**config.mk**
```make
export PLATFORM = sky130hd
export DESIGN_NAME = spis_irq_id_regs
export DESIGN_NICKNAME = d
export VERILOG_FILES = /design/src/logic/spis_pkg.sv /design/src/logic/spis_irq_id_regs.sv /design/src/logic/spis_event_sync.sv
export VERILOG_INCLUDE_DIRS = /design/src /design/src/logic
export SDC_FILE = /design/constraint.sdc
export NUM_CORES = 1
export LEC_CHECK = 0
export BUFFER_PORTS_ARGS = -buffer_cell sky130_fd_sc_hd__buf_2
export CAP_MARGIN = 20
export CORE_ASPECT_RATIO = 0.7
export CORE_MARGIN = 5
export CORE_UTILIZATION = 27
export CTS_CLUSTER_DIAMETER = 150
export DETAILED_ROUTE_END_ITERATION = 16
export GPL_TIMING_DRIVEN = 0
export PLACE_DENSITY = 0.63
export SYNTH_ARGS = -nofsm -noshare
export SYNTH_HDL_FRONTEND = slang
export SYNTH_SLANG_ARGS = --single-unit
```
**constraint.sdc**
```tcl
create_clock -name clk_sys -period 2 [get_ports clk_sys]
set_input_delay 0.4 -clock clk_sys [delete_from_list [all_inputs] [get_ports clk_sys]]
set_output_delay 0.4 -clock clk_sys [all_outputs]
set_load 0.005 [all_outputs]
```
**src/logic/spis_regs.svh**
```systemverilog
// register offsets, field positions and reset values of the serial port irq/id block
`ifndef SPIS_REGS_SVH
`define SPIS_REGS_SVH
`define SPIS_ADDR_W 12
`define SPIS_OFF_MASK 12'h014
`define SPIS_OFF_RAW 12'h018
`define SPIS_OFF_MIS 12'h01C
`define SPIS_OFF_ICR 12'h020
`define SPIS_OFF_EXT0 12'hFD0
`define SPIS_OFF_EXT1 12'hFD4
`define SPIS_OFF_EXT2 12'hFD8
`define SPIS_OFF_EXT3 12'hFDC
`define SPIS_OFF_LOW0 12'hFE0
`define SPIS_OFF_LOW1 12'hFE4
`define SPIS_OFF_LOW2 12'hFE8
`define SPIS_NIRQ 4
`define SPIS_BIT_TX 3
`define SPIS_BIT_RX 2
`define SPIS_BIT_RT 1
`define SPIS_BIT_ROR 0
`define SPIS_MASK_RST 4'h0
`define SPIS_STICKY_RST 2'h0
`define SPIS_CLR_BITS 2
`define SPIS_ID_W 8
`endif

```
**src/logic/spis_pkg.sv**
```systemverilog
// types shared by the serial port irq/id register block
package spis_pkg;
	typedef enum logic [0:0] {SPIS_IDLE = 1'b0, SPIS_ACK = 1'b1} spis_bus_t;
endpackage

```
**src/logic/spis_irq_id_regs.sv**
```systemverilog
`timescale 1ns/1ps
`include "spis_regs.svh"
// interrupt status, mask, clear and identification registers on wishbone
module spis_irq_id_regs
#(
	parameter logic [7:0] ID_LOW0 = 8'h5A, // arbitrary
	parameter logic [7:0] ID_LOW1 = 8'h3C, // arbitrary
	parameter logic [7:0] ID_LOW2 = 8'h96, // arbitrary
	parameter logic [7:0] ID_EXT0 = 8'hA5, // arbitrary
	parameter logic [7:0] ID_EXT1 = 8'hC3, // arbitrary
	parameter logic [7:0] ID_EXT2 = 8'h69, // arbitrary
	parameter logic [7:0] ID_EXT3 = 8'h0F // arbitrary
)
(
	input wire logic clk_sys,
	input wire logic rst,
	input wire logic wb_cyc_i,
	input wire logic wb_stb_i,
	input wire logic wb_we_i,
	input wire logic [31:0] wb_adr_i,
	input wire logic [3:0] wb_sel_i,
	input wire logic [31:0] wb_dat_i,
	output logic [31:0] wb_dat_o,
	output logic wb_ack_o,
	output logic wb_err_o,
	input wire logic txFifoHalfOrLess,
	input wire logic rxFifoHalfOrMore,
	input wire logic rxTimeoutEvent,
	input wire logic rxOverrunEvent,
	output logic [3:0] irqMask,
	output logic irqOut
);
	spis_pkg::spis_bus_t busState_reg;
	spis_pkg::spis_bus_t busState_next;
	logic [31:0] rdData_reg;
	logic [31:0] rdData_next;
	logic errFlag_reg;
	logic [3:0] mask_reg;
	logic [3:0] mask_next;
	logic [1:0] sticky_reg;
	logic [1:0] sticky_next;
	logic txLevel;
	logic rxLevel;
	logic rtPulse;
	logic rorPulse;
	logic [3:0] rawStatus;
	logic [3:0] maskedStatus;
	logic [11:0] offset;
	logic request;
	logic accept;
	logic wrAccept;
	logic lane0;
	logic hitMask;
	logic hitRaw;
	logic hitMis;
	logic hitIcr;
	logic hitId;
	logic hitAny;
	logic [1:0] clearBits;
	logic [31:0] readMux;

	// zero-extends a byte-wide field into a bus word; upper bits read zero
	function automatic logic [31:0] spis_word(input logic [7:0] v);
		spis_word = {24'h000000, v};
	endfunction

	spis_event_sync uTxSync (
		.clk_sys(clk_sys),
		.rst(rst),
		.eventPin(txFifoHalfOrLess),
		.eventLevel(txLevel),
		.eventPulse()
	);
	spis_event_sync uRxSync (
		.clk_sys(clk_sys),
		.rst(rst),
		.eventPin(rxFifoHalfOrMore),
		.eventLevel(rxLevel),
		.eventPulse()
	);
	spis_event_sync uRtSync (
		.clk_sys(clk_sys),
		.rst(rst),
		.eventPin(rxTimeoutEvent),
		.eventLevel(),
		.eventPulse(rtPulse)
	);
	spis_event_sync uRorSync (
		.clk_sys(clk_sys),
		.rst(rst),
		.eventPin(rxOverrunEvent),
		.eventLevel(),
		.eventPulse(rorPulse)
	);

	// fifo level flags follow the port through the two-flop synchroniser; the two receive events
	// are sticky until software clears them
	assign rawStatus[`SPIS_BIT_TX] = txLevel;
	assign rawStatus[`SPIS_BIT_RX] = rxLevel;
	assign rawStatus[`SPIS_BIT_RT] = sticky_reg[`SPIS_BIT_RT];
	assign rawStatus[`SPIS_BIT_ROR] = sticky_reg[`SPIS_BIT_ROR];
	assign maskedStatus = rawStatus & mask_reg;
	assign irqOut = |maskedStatus;
	assign irqMask = mask_reg;

	assign offset = wb_adr_i[11:0];
	assign request = wb_cyc_i & wb_stb_i;
	assign accept = request & (busState_reg == spis_pkg::SPIS_IDLE);
	assign wrAccept = accept & wb_we_i & hitAny;
	assign lane0 = wb_sel_i[0];

	assign hitMask = (offset == `SPIS_OFF_MASK);
	assign hitRaw = (offset == `SPIS_OFF_RAW);
	assign hitMis = (offset == `SPIS_OFF_MIS);
	assign hitIcr = (offset == `SPIS_OFF_ICR);
	assign hitId = (offset == `SPIS_OFF_EXT0) | (offset == `SPIS_OFF_EXT1)
		| (offset == `SPIS_OFF_EXT2) | (offset == `SPIS_OFF_EXT3)
		| (offset == `SPIS_OFF_LOW0) | (offset == `SPIS_OFF_LOW1)
		| (offset == `SPIS_OFF_LOW2);
	assign hitAny = (wb_adr_i[31:12] == 20'h00000)
		& (hitMask | hitRaw | hitMis | hitIcr | hitId);

	// only a one in the low two bits clears; zeros and upper bits do nothing
	assign clearBits = (wrAccept & hitIcr & lane0)
		? wb_dat_i[`SPIS_CLR_BITS-1:0] : 2'h0;

	// status, raw, id and mask reads; reserved bits are zero
	assign readMux =
		(wb_adr_i[31:12] != 20'h00000) ? 32'h00000000 :
		hitMask ? {28'h0000000, mask_reg} :
		hitRaw ? {28'h0000000, rawStatus} :
		hitMis ? {28'h0000000, maskedStatus} :
		(offset == `SPIS_OFF_EXT0) ? spis_word(ID_EXT0) :
		(offset == `SPIS_OFF_EXT1) ? spis_word(ID_EXT1) :
		(offset == `SPIS_OFF_EXT2) ? spis_word(ID_EXT2) :
		(offset == `SPIS_OFF_EXT3) ? spis_word(ID_EXT3) :
		(offset == `SPIS_OFF_LOW0) ? spis_word(ID_LOW0) :
		(offset == `SPIS_OFF_LOW1) ? spis_word(ID_LOW1) :
		(offset == `SPIS_OFF_LOW2) ? spis_word(ID_LOW2) :
		32'h00000000;

	// one-cycle answer, then one idle cycle so ack falls after each access
	always_comb
	begin
		busState_next = spis_pkg::SPIS_IDLE;
		case (busState_reg)
			spis_pkg::SPIS_IDLE:
			begin
				if (request)
					busState_next = spis_pkg::SPIS_ACK;
			end
			spis_pkg::SPIS_ACK:
			begin
				busState_next = spis_pkg::SPIS_IDLE;
			end
			default:
			begin
				busState_next = spis_pkg::SPIS_IDLE;
			end
		endcase
	end

	assign rdData_next = (accept & ~wb_we_i) ? readMux : rdData_reg;

	// mask writes use the low byte lane; writes to masked status, raw status
	// and id words touch nothing
	assign mask_next = (wrAccept & hitMask & lane0)
		? wb_dat_i[`SPIS_NIRQ-1:0] : mask_reg;

	// a new event in the clearing cycle wins over the clear
	assign sticky_next = (sticky_reg & ~clearBits)
		| {rtPulse, rorPulse};

	always_ff @(posedge clk_sys)
	begin
		if (rst)
		begin
			busState_reg <= spis_pkg::SPIS_IDLE;
			rdData_reg <= 32'h00000000;
			errFlag_reg <= 1'b0;
			mask_reg <= `SPIS_MASK_RST;
			sticky_reg <= `SPIS_STICKY_RST;
		end
		else
		begin
			busState_reg <= busState_next;
			rdData_reg <= rdData_next;
			errFlag_reg <= accept & ~hitAny;
			mask_reg <= mask_next;
			sticky_reg <= sticky_next;
		end
	end

	assign wb_ack_o = (busState_reg == spis_pkg::SPIS_ACK) & ~errFlag_reg
		& wb_cyc_i & wb_stb_i;
	assign wb_err_o = (busState_reg == spis_pkg::SPIS_ACK) & errFlag_reg
		& wb_cyc_i & wb_stb_i;
	assign wb_dat_o = rdData_reg;
endmodule

```
**src/logic/spis_event_sync.sv**
```systemverilog
`timescale 1ns/1ps
// two-flop synchroniser plus rising-edge pulse for one event pin
module spis_event_sync
(
	input wire logic clk_sys,
	input wire logic rst,
	input wire logic eventPin,
	output logic eventLevel,
	output logic eventPulse
);
	logic stage1_reg;
	logic stage2_reg;
	logic stage3_reg;
	always_ff @(posedge clk_sys)
	begin
		if (rst)
		begin
			stage1_reg <= 1'b0;
			stage2_reg <= 1'b0;
			stage3_reg <= 1'b0;
		end
		else
		begin
			stage1_reg <= eventPin;
			stage2_reg <= stage1_reg;
			stage3_reg <= stage2_reg;
		end
	end
	assign eventLevel = stage2_reg;
	assign eventPulse = stage2_reg & ~stage3_reg;
endmodule

```
Word-level counts from Yosys, hierarchy flattened
Cells that the tools add are included.
Widths: inputs -> output; s select.
- bitwise gates (word level): 39
- equal/unequal tests: 11
- multiplexer cells: 14
- reductions and logical operators: 3
- operators by type and width (kind ; count):
    $mux 8 ; 11
    $eq 12x12->1 const B ; 7
    $eq 12x5->1 const B ; 3
    $logic_not 20->1 ; 1
    $reduce_bool 20->1 ; 1
    $and 1x1->1 ; 19
    $eq 12x6->1 const B ; 1
    $or 1x1->1 ; 10
    $not 1->1 ; 6
    $and 4x4->4 ; 1
    $reduce_or 4->1 ; 1
    $and 2x2->2 ; 1
    $mux 2 ; 1
    $not 2->2 ; 1
    $or 2x2->2 ; 1
    $pmux 1 s2 ; 1
    $mux 1 ; 1
- input bits: 77
- logic and storage cells: 82
- flip-flop bits (word level): 50

Logic depth before layout (Yosys ltp)
- depth after elaboration: 16
- depth in mapped cells: 6
- gate-level depth less buffers: 5

Modules after synthesis
From an unflattened synthesis, not the netlist that was laid out.
- cells, all modules: 188
- area total of the unflattened synthesis: 1736.7 um2
- modules (own cells, without submodules) (module ; instances ; sequential area each (um2) ; area each (um2) ; cells an instance):
    spis_irq_id_regs ; 1 ; 320.3 ; 1386.3 ; 160
    spis_event_sync ; 4 ; 60.1 ; 87.6 ; 7

Worst setup path before layout
No wires, ideal clock.
- path kind: in2reg
- from: input wb_adr_i[26]
- to: register mask_reg[0] (netlist: irqMask[0])
- path slack: 298 ps
- cell stages on the path: 5
- arrival: 1575 ps
- buffers on the path: 0
- required time: 1872 ps
- cells stage by stage: nor4_1 nand3_1 nor4_4 mux2i_1 nor2_1
- cells in the longest elaborated chain, start to end: 5
- ends and longest elaborated chain (item ; line ; source):
    start: declaration ; spis_irq_id_regs.sv:20 ; input wire logic [31:0] wb_adr_i,
    $logic_not 20->1 ; spis_irq_id_regs.sv:120 ; assign hitAny = (wb_adr_i[31:12] == 20'h00000)
    $and 1x1->1 ; spis_irq_id_regs.sv:121 ; & (hitMask | hitRaw | hitMis | hitIcr | hitId);
    $and 1x1->1 ; spis_irq_id_regs.sv:109 ; assign wrAccept = accept & wb_we_i & hitAny;
    $and 1x1->1 (2 in series) ; spis_irq_id_regs.sv:167 ; assign mask_next = (wrAccept & hitMask & lane0)
    end signal: assignment ; spis_irq_id_regs.sv:181 ; mask_reg <= `SPIS_MASK_RST;
    end signal: assignment ; spis_irq_id_regs.sv:189 ; mask_reg <= mask_next;
    end: declaration ; spis_irq_id_regs.sv:38 ; logic [3:0] mask_reg;
No other way between the ends.
A chain may end at the register's enable or synchronous reset.

Final worst setup path
- from: register busState_reg
- to: register rdData_reg[4] (netlist: wb_dat_o[4])
- cells in the longest elaborated chain, start to end: 3
- ends and longest elaborated chain (item ; line ; source):
    start: declaration ; spis_irq_id_regs.sv:33 ; spis_pkg::spis_bus_t busState_reg;
    start signal: assignment ; spis_irq_id_regs.sv:178 ; busState_reg <= spis_pkg::SPIS_IDLE;
    start signal: assignment ; spis_irq_id_regs.sv:186 ; busState_reg <= busState_next;
    $not 1->1 ; spis_irq_id_regs.sv:108 ; assign accept = request & (busState_reg == spis_pkg::SPIS_IDLE);
    $and 1x1->1 ; spis_irq_id_regs.sv:108 ;
    $and 1x1->1 ; spis_irq_id_regs.sv:163 ; assign rdData_next = (accept & ~wb_we_i) ? readMux : rdData_reg;
    end signal: assignment ; spis_irq_id_regs.sv:187 ; rdData_reg <= rdData_next;
    end: declaration ; spis_irq_id_regs.sv:35 ; logic [31:0] rdData_reg;
No other way between the ends.

==> impl_metrics.yaml <==
status:
  status: "finished, final reports clean"
placement:
  numPlacedInstances: 341
  gp_congestion: 0.9061
  dpl.hpwl_um: 3415
  place.port_buffers: 60
synthesis:
  async_flop_share_pct: 0
  yosysTopAreaCellShare_pct: 33.58
  seq_area_frac_synth_pct: 33.58
  ys_warn_count: 0
  synthTopCellsByArea: "dfxtp_1 (34%), buf_4 (12%), nor2b_1 (6.1%), nand2_1 (4.4%), a21oi_1 (3.2%)"
  yosys_register_bits: 26
  syn_inst: 183
  syn-cell-area_sq_mm: 0.001550
  synth_top_area_cell: "dfxtp_1"
  synth.top_cells.by_count: "dfxtp_1 (26), buf_4 (24), nand2_1 (18), nor2b_1 (15), nor2_1 (11)"
  synth_top_flop_cell: "dfxtp_1"
  synth_most_common_cell: "dfxtp_1"
  yosys.cell_types.count: 42
  syn_avg_cell_area_sq_um: 8.471
  synth-edff-count: 0
global_routing:
  grt_overflow: 0
  grt_max_degree: 16
  grt_pass1_vias: 1376
  antenna_found_initial: 0
  grt_use_total_pct: 10.65
  grt_pass1_wl_um: 6327
clocking:
  cts_buffer_depth: 2
  cts_tree: "done"
  clk_pin_slew_worst_paths_ps: 90
  cts_made_buffers: 3
  htreeDepth: 1
  clkLatencyLatePin_ps: 270
  cts_sinks: 26
  hold_buffers: 0
  cts_root_buf: "clkbuf_8"
  post-cts-setup-buffers: 0
  cts_resized: 0
die:
  dieHeight_um: 73.40
  die_w_um: 100.6
  ios: 116
  core_area_sq_mm: 0.005640
  start_util_pct: 27.48
  fp-row-count: 23
  dieArea_sq_mm: 0.007381
layout:
  nNetsFinal: 348
  largest_reg_flops: 8
  instances_no_fill: 345
  fillers: 594
  drive_gt1_share_pct: 35.56
  area_delta_synth_final_pct: 35.59
  multiInputGateArea_sq_um: 909.6
  antenna_cells: 0
  register_area_sq_um: 520.5
sta:
  finalHoldViolCount: 0
  rsz0062_at_grt: "false"
  hold-worst-slack_ps: 333.9
  drv_slew: 0
  period_minus_slack_ps: 1794
  max_slew.worst_pin.slew_ps: 552.5
  relSlewSlack_pct: 62.86
  fmax_mhz: 557.3
  finalCritPeriodShare_pct: 89.72
  skew_ps: 2.885
  setup_viol: 0
flow_run:
  maxCapViolations: 0
routing:
  wirelength_um: 4044
  final_antenna_net_count: 0
  via_per_inst: 4.255
  drt_first_pass_iters: 4
  vias: 1468
  drtIter0Drc: 61
  drc: 0
  wl_per_cell_um: 11.72
worst_setup_path:
  critPathTopFamily: "simple AND/OR/NAND/NOR gates"
  worstSetupStartpointType: "flip-flop"
  cp-end-kind: "flip-flop"
  cp_max_fo: 6
  cp.required_ps: 2210
  worstSetupPathType: "reg2reg"
  path_buf_inv: 1
  slowest_delay_ps: 550
  worstPathArrival_ps: 2000
  cp_slowest_cell: "nor4_2"
  path_cells: "or3_1 -> clkbuf_1 -> nor4_2 -> nand2_1 -> o21ai_1"
pwr:
  clockPowerShare_pct: 37.6
  power_frac_comb_pct: 15.5
  seq_power_share_pct: 47.0
  p_sw_share_pct: 22.28
  leakagePower_uw: 0.0009465
  ir_drop_v: 0.0003383
  internal_power_uw: 885.4
  switchingPower_uw: 253.8
  power_density_mw_per_mm2: 542.0
min_path:
  hold_path.class: "in2reg"
==> layout make-up <==
class / instances / share of cell area, %
timing repair buffer: 60 / 14.29
buffer: 29 / 9.464
sequential: 26 / 24.76
tap: 75 / 4.464
multi-input combinational: 149 / 43.27
clock inverter: 1 / 1.429
clock buffer: 3 / 1.964
inverter: 2 / 0.3571
==> worst paths after layout <==
| kind | to | slack, ps | from | cells after the start |
|---|---|---|---|---|
| worst max-delay path | wb_dat_o[4] | 210 | busState_reg | 5 |
| worst min-delay path | uTxSync.stage1_reg | 330 | txFifoHalfOrLess | 2 |
| worst max register to register | wb_dat_o[4] | 210 | busState_reg | 5 |
| worst min register to register | wb_dat_o[1] | 440 | wb_dat_o[1] | 2 |
==> layout by cell type (no fill, tap or decap), types with 2 or more instances in the layout <==
cell | netlist | routed
inv_1 | 2 | 2
mux2i_1 | 5 | 5
nor3b_1 | 2 | 2
nor3_1 | 4 | 4
o22ai_1 | 2 | 2
or3_1 | 3 | 3
clkbuf_1 | 4 | 4
nor4_1 | 5 | 5
o32ai_1 | 3 | 3
nand3_1 | 4 | 4
nand4_1 | 3 | 3
dfxtp_1 | 26 | 26
a21oi_1 | 10 | 10
a22oi_1 | 2 | 2
clkbuf_8 | 0 | 3
nand2b_1 | 5 | 5
o21ai_0 | 3 | 3
o21ai_1 | 6 | 6
nand2_1 | 18 | 18
buf_2 | 0 | 60
a211oi_1 | 3 | 3
nor2_1 | 11 | 11
and4_1 | 2 | 2
o31ai_1 | 2 | 2
buf_4 | 24 | 24
nor4_4 | 2 | 2
nor2b_1 | 15 | 15
conb_1 | 1 | 24
==> layer usage <==
layer | global-route usage (%) | share of wire, %
met1 | 14.42 | 47
met2 | 16.89 | 43
met3 | 3.890 | 10
met4 | 1.046 | 0
met5 | 0 | 0
==> cell families after synthesis <==
logic type	synth area share, %
AOI/OAI and AO/OA	16.22
adders and majority gates	0.6457
buffers and inverters	13.32
DFF	33.58
muxes	3.229
other	0.2419
and+or+nand+nor	32.77
==> metrics by stage <==
| step | area (sq um) | setup WS, ps | utilization (%) | setup TNS, ps | power, uW |
|---|---|---|---|---|---|
| final | 2102 | 205.6 | 37.27 | 0 | 1139 |
| after detailed placement | 2031 | -41.55 | 36.00 | -131.9 | 721.0 |
| after CTS | 2102 | 226.0 | 37.27 | 0 | 1149 |
| after global placement | 2031 | -57.70 | 36.00 | -237.4 | 718.7 |
| after global routing | 2102 | 119.9 | 37.27 | 0 | 1198 |
| after floorplan | 1637 | 297.6 | - | 0 | 649.6 |
==> power groups by stage <==
stage / sequential (uW) / clock [uW] / combinational, uW
CTS: 535 / 439 / 175
floorplan: 545 / 0 / 104
global route: 537 / 465 / 196
detailed placement: 547 / 0 / 174
finish: 535 / 428 / 176
global placement: 547 / 0 / 172
Power figures use the tool's default switching activity.
